**src/rtl/ifd_consts.vh**
```
// constants for the instruction format decoder
`ifndef IFD_CONSTS_VH
`define IFD_CONSTS_VH
// operation classes (class_code output)
`define IFD_CLS_RESERVED   4'h0
`define IFD_CLS_SINGLE     4'h1
`define IFD_CLS_DOUBLE     4'h2
`define IFD_CLS_REGDST     4'h3
`define IFD_CLS_XOR        4'h4
`define IFD_CLS_BRANCH     4'h5
`define IFD_CLS_CNT_BR     4'h6
`define IFD_CLS_CALL       4'h7
`define IFD_CLS_RETURN     4'h8
`define IFD_CLS_TRAP       4'h9
`define IFD_CLS_MISC       4'hA
`define IFD_CLS_STATUS     4'hB
`define IFD_CLS_CCODE      4'hC
// fixed opcodes (octal values of the upper fields) and the pc/sp register numbers
`define IFD_CALL_OP7       7'o004
`define IFD_RET_OP13       13'o00020
`define IFD_XOR_OP7        7'o074
`define IFD_CNTBR_OP7      7'o077
`define IFD_ADDSUB_OP3     3'o6
`define IFD_REGDST_TOP4    4'o07
`define IFD_PC_REG         3'o7
`define IFD_SP_REG         3'o6
// single-word special codes
`define IFD_HALT           16'o000000
`define IFD_WAIT           16'o000001
`define IFD_RTI            16'o000002
`define IFD_BREAK_TRAP     16'o000003
`define IFD_IO_TRAP        16'o000004
`define IFD_RESET          16'o000005
`define IFD_RTT            16'o000006
`define IFD_READ_PTYPE     16'o000007
`define IFD_WR_STATUS_OP10 10'o1064
`define IFD_RD_STATUS_OP10 10'o1067
`define IFD_EMUL_OP8       8'o210
`define IFD_TRAP_OP8       8'o211
// trap kinds
`define IFD_TRP_NONE       3'h0
`define IFD_TRP_EMUL       3'h1
`define IFD_TRP_TRAP       3'h2
`define IFD_TRP_BREAK      3'h3
`define IFD_TRP_IO         3'h4
`define IFD_TRP_IRQ        3'h5
// arbitrary processor type code
`define IFD_PROC_TYPE      16'h0003
`endif

```
**src/rtl/ifd_decoder.v**
```verilog
// instruction format decoder with branch test and target
// Notes on behaviour
// RULE_01: single operand: byte bit, opcode, destination
// RULE_02: double operand: opcode, source, destination fields
// RULE_03: opcode 6 bit 15 picks add/subtract
// RULE_04: source and destination fields decoded independently
// RULE_05: shift/multiply/divide: op, dst register, source
// RULE_06: xor: register source, full destination field
// RULE_07: bit 15 selects byte variant
// RULE_08: no byte add; bit 15 means subtract
// RULE_09: branch: condition code byte, word offset
// RULE_10: all listed branch conditions are supported
// RULE_11: decrement register, branch when not zero
// RULE_12: call when bits 15-9 are 004
// RULE_13: call link register never stack pointer; a link field of 6 still decodes as a call
// RULE_14: only pc may be link and destination
// RULE_15: return when bits 15-3 are 00020
// RULE_16: return register matches call link register; not checked, dst_reg is taken from bits 2-0 with no call history
// RULE_17: traps and interrupts force handler jump
// RULE_18: move byte to and from status
// RULE_19: instruction returns processor type code
// RULE_20: branch tests use n z v c
// RULE_21: target is pc plus twice offset
// RULE_22: undefined words flagged as reserved
`timescale 1ns/1ns
`default_nettype none
`include "ifd_consts.vh"
module ifd_decoder #(
    parameter WIDTH = 16
) (
    input  wire             clock,
    input  wire             sys_rst,
    input  wire             instr_valid,
    input  wire [WIDTH-1:0] instr,
    input  wire [WIDTH-1:0] next_pc,
    input  wire             flag_n,
    input  wire             flag_z,
    input  wire             flag_v,
    input  wire             flag_c,
    input  wire             irq_req,
    input  wire [WIDTH-1:0] count_value,
    output reg              decode_valid,
    output reg  [3:0]       class_code,
    output reg  [8:0]       opcode,
    output reg              byte_op,
    output reg              is_subtract,
    output reg  [2:0]       src_mode,
    output reg  [2:0]       src_reg,
    output reg  [2:0]       dst_mode,
    output reg  [2:0]       dst_reg,
    output reg              branch_taken,
    output reg  [WIDTH-1:0] branch_target,
    output reg  [WIDTH-1:0] count_result,
    output reg              trap_req,
    output reg  [2:0]       trap_kind,
    output reg              status_write,
    output reg              status_read,
    output reg              proc_type_read,
    output reg  [WIDTH-1:0] proc_type,
    output reg              reserved_instr,
    output reg              call_pc_link
);

    // condition test for branch code byte
    function cond_ok;
        input [7:0] code;
        input       n, z, v, c;
        begin
            case ({code[7], code[2:0]})
                4'h1:    cond_ok = 1'b1;                 // always
                4'h2:    cond_ok = ~z;
                4'h3:    cond_ok = z;
                4'h4:    cond_ok = ~(n ^ v);             // signed ge
                4'h5:    cond_ok = n ^ v;                // signed lt
                4'h6:    cond_ok = ~(z | (n ^ v));       // signed gt
                4'h7:    cond_ok = z | (n ^ v);          // signed le
                4'h8:    cond_ok = ~n;
                4'h9:    cond_ok = n;
                4'hA:    cond_ok = ~(c | z);             // higher
                4'hB:    cond_ok = c | z;                // lower or same
                4'hC:    cond_ok = ~v;
                4'hD:    cond_ok = v;
                4'hE:    cond_ok = ~c;                   // higher or same
                4'hF:    cond_ok = c;                    // lower
                default: cond_ok = 1'b0;
            endcase
        end
    endfunction

    reg [3:0]       next_class;
    reg [8:0]       next_opcode;
    reg             next_byte;
    reg             next_sub;
    reg [2:0]       next_smode;
    reg [2:0]       next_sreg;
    reg [2:0]       next_dmode;
    reg [2:0]       next_dreg;
    reg             next_taken;
    reg [WIDTH-1:0] next_target;
    reg [WIDTH-1:0] next_decval;
    reg [2:0]       next_trap;
    reg             next_swr;
    reg             next_srd;
    reg             next_ptr;
    reg             irq_meta;
    reg             irq_sync;
    wire [WIDTH-1:0] off_ext = {{(WIDTH-9){instr[7]}}, instr[7:0], 1'b0};
    wire [WIDTH-1:0] sob_ext = {{(WIDTH-7){1'b0}}, instr[5:0], 1'b0};
    wire [WIDTH-1:0] count_less_one = count_value - {{(WIDTH-1){1'b0}}, 1'b1};

    always @* begin
        next_class  = `IFD_CLS_RESERVED;
        next_opcode = 9'h000;
        next_byte   = 1'b0;
        next_sub    = 1'b0;
        next_smode  = instr[11:9];                        // RULE_04
        next_sreg   = instr[8:6];
        next_dmode  = instr[5:3];                         // RULE_04
        next_dreg   = instr[2:0];
        next_taken  = 1'b0;
        next_target = next_pc;
        next_decval = count_value;
        next_trap   = `IFD_TRP_NONE;
        next_swr    = 1'b0;
        next_srd    = 1'b0;
        next_ptr    = 1'b0;
        if (instr[14:12] != 3'o0 && instr[14:12] != 3'o7) begin
            next_class  = `IFD_CLS_DOUBLE;                // RULE_02
            next_opcode = {6'h00, instr[14:12]};
            if (instr[14:12] == `IFD_ADDSUB_OP3) begin
                next_sub = instr[15];                     // RULE_03 RULE_08
            end else begin
                next_byte = instr[15];                    // RULE_07
            end
        end else if (instr[15:12] == `IFD_REGDST_TOP4) begin
            next_opcode = {2'h0, instr[15:9]};
            next_dreg   = instr[8:6];                     // RULE_05
            next_dmode  = 3'o0;
            next_smode  = instr[5:3];
            next_sreg   = instr[2:0];
            if (instr[11:9] <= 3'o3) begin
                next_class = `IFD_CLS_REGDST;             // RULE_05
            end else if (instr[15:9] == `IFD_XOR_OP7) begin
                next_class = `IFD_CLS_XOR;                // RULE_06
                next_smode = 3'o0;
                next_sreg  = instr[8:6];
                next_dmode = instr[5:3];
                next_dreg  = instr[2:0];
            end else if (instr[15:9] == `IFD_CNTBR_OP7) begin
                next_class  = `IFD_CLS_CNT_BR;
                next_decval = count_less_one;             // RULE_11
                next_taken  = (count_less_one != {WIDTH{1'b0}}); // RULE_11
                next_target = next_pc - sob_ext;
            end
        end else if (instr[14:11] == 4'h0 && (instr[15] || instr[10:8] != 3'o0)) begin
            next_class  = `IFD_CLS_BRANCH;                // RULE_09
            next_opcode = {1'b0, instr[15:8]};
            next_taken  = cond_ok(instr[15:8], flag_n, flag_z, flag_v, flag_c); // RULE_10 RULE_20
            next_target = next_pc + off_ext;              // RULE_21
        end else if (instr[15:9] == `IFD_CALL_OP7) begin
            next_class  = `IFD_CLS_CALL;                  // RULE_12
            next_opcode = {2'h0, instr[15:9]};
            next_sreg   = instr[8:6];
            next_smode  = 3'o0;
        end else if (instr[15:3] == `IFD_RET_OP13) begin
            next_class  = `IFD_CLS_RETURN;                // RULE_15
            next_dreg   = instr[2:0];
            next_dmode  = 3'o0;
        end else if (instr[15:8] == `IFD_EMUL_OP8 || instr[15:8] == `IFD_TRAP_OP8) begin
            next_class = `IFD_CLS_TRAP;                   // RULE_17
            next_trap  = instr[8] ? `IFD_TRP_TRAP : `IFD_TRP_EMUL;
        end else if (instr == `IFD_BREAK_TRAP || instr == `IFD_IO_TRAP) begin
            next_class = `IFD_CLS_TRAP;                   // RULE_17
            next_trap  = instr[2] ? `IFD_TRP_IO : `IFD_TRP_BREAK;
        end else if (instr == `IFD_READ_PTYPE) begin
            next_class = `IFD_CLS_MISC;
            next_ptr   = 1'b1;                            // RULE_19
        end else if (instr[15:0] <= `IFD_RTT) begin
            next_class  = `IFD_CLS_MISC;
            next_opcode = {6'h00, instr[2:0]};
        end else if (instr[15:6] == `IFD_WR_STATUS_OP10) begin
            next_class = `IFD_CLS_STATUS;
            next_swr   = 1'b1;                            // RULE_18
        end else if (instr[15:6] == `IFD_RD_STATUS_OP10) begin
            next_class = `IFD_CLS_STATUS;
            next_srd   = 1'b1;                            // RULE_18
        end else if (instr[15:5] == 11'o0005) begin
            next_class  = `IFD_CLS_CCODE;
            next_opcode = {4'h0, instr[4:0]};
        end else if (instr[14:12] == 3'o0 && instr[11] && (instr[10:6] >= 5'o10)
                     && (instr[10:6] <= 5'o27)) begin
            next_class  = `IFD_CLS_SINGLE;                // RULE_01
            next_opcode = instr[14:6];
            next_byte   = instr[15];                      // RULE_07
        end else if (instr[15:6] == 10'o0001 || instr[15:6] == 10'o0003) begin
            next_class  = `IFD_CLS_SINGLE;                // RULE_01
            next_opcode = instr[14:6];
        end
    end

    always @(posedge clock) begin
        irq_meta <= irq_req;
        irq_sync <= irq_meta;
    end

    always @(posedge clock) begin
        if (sys_rst) begin
            decode_valid   <= 1'b0;
            class_code     <= `IFD_CLS_RESERVED;
            opcode         <= 9'h000;
            byte_op        <= 1'b0;
            is_subtract    <= 1'b0;
            src_mode       <= 3'o0;
            src_reg        <= 3'o0;
            dst_mode       <= 3'o0;
            dst_reg        <= 3'o0;
            branch_taken   <= 1'b0;
            branch_target  <= {WIDTH{1'b0}};
            count_result   <= {WIDTH{1'b0}};
            trap_req       <= 1'b0;
            trap_kind      <= `IFD_TRP_NONE;
            status_write   <= 1'b0;
            status_read    <= 1'b0;
            proc_type_read <= 1'b0;
            proc_type      <= `IFD_PROC_TYPE;
            reserved_instr <= 1'b0;
            call_pc_link   <= 1'b0;
        end else begin
            decode_valid   <= instr_valid;
            class_code     <= next_class;
            opcode         <= next_opcode;
            byte_op        <= next_byte;
            is_subtract    <= next_sub;
            src_mode       <= next_smode;
            src_reg        <= next_sreg;
            dst_mode       <= next_dmode;
            dst_reg        <= next_dreg;
            branch_taken   <= instr_valid & next_taken;
            branch_target  <= next_target;
            count_result   <= next_decval;
            // interrupt wins over a trap instruction in the same cycle
            trap_req       <= irq_sync | (instr_valid & (next_trap != `IFD_TRP_NONE)); // RULE_17
            trap_kind      <= irq_sync ? `IFD_TRP_IRQ : next_trap;
            status_write   <= instr_valid & next_swr;
            status_read    <= instr_valid & next_srd;
            proc_type_read <= instr_valid & next_ptr;     // RULE_19
            proc_type      <= `IFD_PROC_TYPE;
            reserved_instr <= instr_valid & (next_class == `IFD_CLS_RESERVED); // RULE_22
            call_pc_link   <= instr_valid & (next_class == `IFD_CLS_CALL)
                              & (instr[8:6] == `IFD_PC_REG); // RULE_14
        end
    end

endmodule
`default_nettype wire
```
**config.mk**
```make
export PLATFORM = sky130hd
export DESIGN_NAME = ifd_decoder
export DESIGN_NICKNAME = d
export VERILOG_FILES = /design/src/rtl/ifd_decoder.v
export VERILOG_INCLUDE_DIRS = /design/src /design/src/rtl
export SDC_FILE = /design/constraint.sdc
export NUM_CORES = 1
export LEC_CHECK = 0
export BUFFER_PORTS_ARGS = -buffer_cell sky130_fd_sc_hd__buf_4
export CORE_MARGIN = 1
export CORE_UTILIZATION = 56
export CTS_CLUSTER_DIAMETER = 40
export DETAILED_ROUTE_END_ITERATION = 8
export GPL_ROUTABILITY_DRIVEN = 0
export PLACE_DENSITY = 0.95
export SYNTH_ARGS = -nofsm -noshare
export SYNTH_HDL_FRONTEND = slang
export SYNTH_SLANG_ARGS = --single-unit
```
**constraint.sdc**
```tcl
create_clock -name clock -period 4.6 [get_ports clock]
set_input_delay 0.46 -clock clock [delete_from_list [all_inputs] [get_ports clock]]
set_output_delay 0.46 -clock clock [all_outputs]
set_load 0.1 [all_outputs]
```
==> results <==
- 142 I/O pins were placed.
- For this run the aggregate overflow at the end of global routing stands at 0.
- The number of antenna violations at the first check in global routing is 0.
- The clock latency on the worst-skew pair is 0.37 ns.
- The worst register-to-register path ends at trap_kind[0].
- The synthesized instance count is 557.
- The final-report setup violation count is 0.
- The compound-cell area share of the yosys netlist is 19.3%.
- The hold violation total from the final report came to 0.
- Registers take 0.00144 mm^2.
- Measured along the y axis, the die boundary spans 90.6 um.
- By count the netlist is led by sky130_fd_sc_hd__nor2_1 (77), sky130_fd_sc_hd__dfxtp_1 (72), sky130_fd_sc_hd__nand2_1 (47).
- The critical path goes through buf_4 -> ha_1 -> fa_1 -> nand3b_1 -> a21boi_0 -> o21ai_0 -> and2_1 -> and4b_1 -> nor4_1 -> mux2_2.
- In this run the most critical hold path is launched from irq_req.
- From synthesis to final layout, the design area changed by 24.2%.
- The area fraction in and, or, nand and nor cells after synthesis is 24.8%.
- The cell at the root of the clock tree is sky130_fd_sc_hd__clkbuf_8.
- The cell with the most instances after synthesis is sky130_fd_sc_hd__nor2_1.
- The data arrival at the endpoint of the critical path is 3.01 ns.
- After clock tree synthesis, the repair step resized 0 gates.
- The most used flip-flop cell after synthesis is sky130_fd_sc_hd__dfxtp_1.
- The first detailed-routing pass took 5 iterations.
- During synthesis, Yosys emitted a total of 0 warnings.
- The gate family responsible for the most delay along the worst path is simple AND/OR/NAND/NOR gates.
- Entering global routing, the biggest net connects 58 pins.
- The area enclosed by the die boundary is 0.00821 mm^2.
- The global-route wire length before repair is 20,100 um.
- In the routed design, unresolved DRC markers number 0.
- The power density over the cells is 320 mW/mm^2.
- Buffers inserted during clock tree synthesis total 9.
- STA classifies the critical path startpoint as an input pin.
- The run finished with clean final reports.
- The fraction of the core area covered by cells at the end of the flow is 73.7%.
- The critical path buffer and inverter count is 1.
- Measured against its own limit, the worst slew margin works out to 38.8%.
- Subtracting the final worst setup slack from the clock period gives 2.75 ns.
- The met2 usage is 50.6%.
- The global routing stage identified its most utilized layer as met2.
- After clock tree synthesis, the clock-pin slew on the worst setup and hold paths is 0.09 ns.
- The dominant combinational cell family by area after synthesis is simple AND/OR/NAND/NOR gates.
- The largest registers in the layout are branch_target: 16 flops, count_result: 16 flops, opcode: 9 flops.
- Counting flops with a built-in enable in the synthesized netlist gives 0.
- The slack of the worst reg-to-reg path is 3.91 ns.
- Summed over all nets, the half-perimeter wirelength after detailed placement is 9120 um.
- The post-synth design cell area is 0.00440 mm^2.
- The total global routing track utilization is 30.1%.
- For the pin with the worst max-slew slack, the measured transition is 0.918 ns.
- The total via count in the routed design is 4,617.
- The initial cell density of the core is 59.4%.
- After layout, the worst path uses 59.8% of the clock period.
- The number of design-rule violations left by the first detailed-router iteration is 440.
- The start-to-end type of the worst setup path is input pin to register.
- The launch instance of the worst register-to-register path is irq_sync.
- STA classifies the critical path endpoint as a register.
- Measured against the total synthesized area, the mux share comes to 2.56%.
- The largest individual stage delay along the critical path comes from the cell sky130_fd_sc_hd__fa_1.
- Setup repair after global routing left no endpoint under its margin.
- The via count of the first global-routing pass is 4,308.
- The terminating pin of the worst hold path is irq_meta.
- The final count of pins violating max slew came to 0.
- The number of buffers inserted by post-CTS setup repair is 0.
- For the worst flop-to-flop path, the logic depth is 2.
- The total clock sinks is 72.
- Wires add up to 12,300 um.
- The kind of path behind the tightest hold check is input pin to register.
- The count of cell types in the netlist is 61.
- After detailed routing, the average wire length per cell comes to 16.0 um.
- For this run, the register share of the synthesized area comes to 32.8%.
- The net total in the final layout is 745.
- The synthesized design devotes to its leading area cell type 32.8% of total area.
- Of all nets on the critical path, the largest fanout is 8.
- Sorting the synthesized cells by area gives the leading types as sky130_fd_sc_hd__dfxtp_1 (33%), sky130_fd_sc_hd__nor2_1 (6.6%), sky130_fd_sc_hd__ha_1 (6.3%), sky130_fd_sc_hd__nand2_1 (4.0%), sky130_fd_sc_hd__a21oi_1 (4.0%).
- Cells with a size suffix above 1 make up 22.2% of the layout.
- The max-cap check violation count is 0.
- sky130_fd_sc_hd__dfxtp_1 takes more of the synthesized area than any other cell.
- In this run, post-CTS hold repair placed 0 buffers.
- The cell count of the worst hold path is 1.
- Across the routed clock network, the largest skew measured is 0.00821 ns.
- The global routing met3 resource utilization is 6.82%.
- The count of buffers from port buffering is 125.
- The number of nets with antenna violations after detailed routing is 0.
- In the final layout, the multi-input gates occupy 0.00268 mm^2.
- The maximum VDD drop is 0.182 mV.
- The cell row count is 31.
- STA puts the critical path data required time at 4.86 ns.
- The maximum clock insertion buffer count is 2.
- Summing the areas of all fa, ha and maj instances in the mapped netlist gives 7.17% of the synthesized area.
- In this run the number of H-tree levels came out at 3.
- Counting the fill cells in the layout gives 529.
- After synthesis, the mean cell area works out to 7.90 um^2.
- The die is 90.6 um wide.
- The number of diodes added for antenna fixing is 0.
- Summed over all failing endpoints, the final setup total negative slack is 0 ns.
- The fmax is 364 MHz.
- After Yosys synthesis, XOR and XNOR cells account for 5.58% of the synthesized area.
- TritonCTS built the clock tree.
- Synthesis inferred 72 register bits.
- The core outline area is 0.00741 mm^2.
- The maximum single-stage delay on the critical path is 0.42 ns.
- After detailed routing, the number of vias per cell comes to 6.00.
- The met1 capacity usage during global routing is 37.5%.
- The share of async-settable or async-resettable flops after synthesis is 0%.
- For this design the static power due to leakage is 2.39 nW.
[final cells by class]
class / count / share of cell area (%)
clock buffer: 9 / 2.27
tap: 99 / 2.27
timing repair buffer: 126 / 17.3
clock inverter: 7 / 1.12
inverter: 23 / 1.58
multi-input combinational: 433 / 49.0
sequential: 72 / 26.4
[per-layer routing]
| layer | share of wire [%] | up-vias |
|---|---|---|
| li1 | - | 2162 |
| met1 | 40 | 2072 |
| met2 | 46 | 341 |
| met3 | 11 | 42 |
| met4 | 2.5 | 0 |
| met5 | 0 | - |
[worst register-to-register path: stages (launching register included)]
cell,delay [ns]
sky130_fd_sc_hd__dfxtp_1,0.34
sky130_fd_sc_hd__a21oi_1,0.13
sky130_fd_sc_hd__a21oi_1,0.08
[logic make-up (layout without fill, tap and decap cells)]
logic type	after synthesis	count (layout)
flip-flops	72	72
other	2	18
buffers and inverters	68	165
adder cells (fa/ha/maj)	24	24
AO/OA/AOI/OAI	126	126
XOR/XNOR	28	28
multiplexers	11	11
AND/OR/NAND/NOR	226	226
[power by group]
group / total, mW / internal [mW] / switching [mW]
logic: 0.608 / 0.152 / 0.456
registers: 0.664 / 0.654 / 0.00966
clock network: 0.475 / 0.205 / 0.271
total: 1.75 / 1.01 / 0.736
[stage by stage]
stage                     setup WS [ns]  cell area (um^2)  cells  total power, mW  hold slack, ns
after floorplan                    1.83              4460    573             1.15           0.310
after global placement             1.62              5280    753             1.27           0.314
after detailed placement           1.53              5280    753             1.28           0.319
after CTS                          1.91              5460    769             1.75           0.177
after global routing               1.70              5460    769             1.82           0.167
final                              1.85              5460    769             1.75           0.183
[layout by cell type, fill, tap and decap left out, types with 10 or more instances in the layout]
cell,n
sky130_fd_sc_hd__a21oi_1,35
sky130_fd_sc_hd__buf_4,126
sky130_fd_sc_hd__conb_1,18
sky130_fd_sc_hd__dfxtp_1,72
sky130_fd_sc_hd__ha_1,22
sky130_fd_sc_hd__inv_1,23
sky130_fd_sc_hd__nand2_1,47
sky130_fd_sc_hd__nand2b_1,10
sky130_fd_sc_hd__nand3_1,11
sky130_fd_sc_hd__nor2_1,77
sky130_fd_sc_hd__nor2b_1,10
sky130_fd_sc_hd__nor3_1,25
sky130_fd_sc_hd__nor4_1,12
sky130_fd_sc_hd__o21ai_0,23
sky130_fd_sc_hd__xnor2_1,16
sky130_fd_sc_hd__xor2_1,12
[worst max-delay path by stage]
stage                   endpoint        from  cells past startpoint
2_1_floorplan  branch_target[15]  next_pc[1]                     11
3_3_place_gp   branch_target[15]    instr[0]                     10
3_5_place_dp   branch_target[15]    instr[0]                     10
4_1_cts        branch_target[15]    instr[0]                     10
5_1_grt        branch_target[15]    instr[0]                     10
6_report       branch_target[15]    instr[0]                     10
Power figures use the tool's default switching activity.
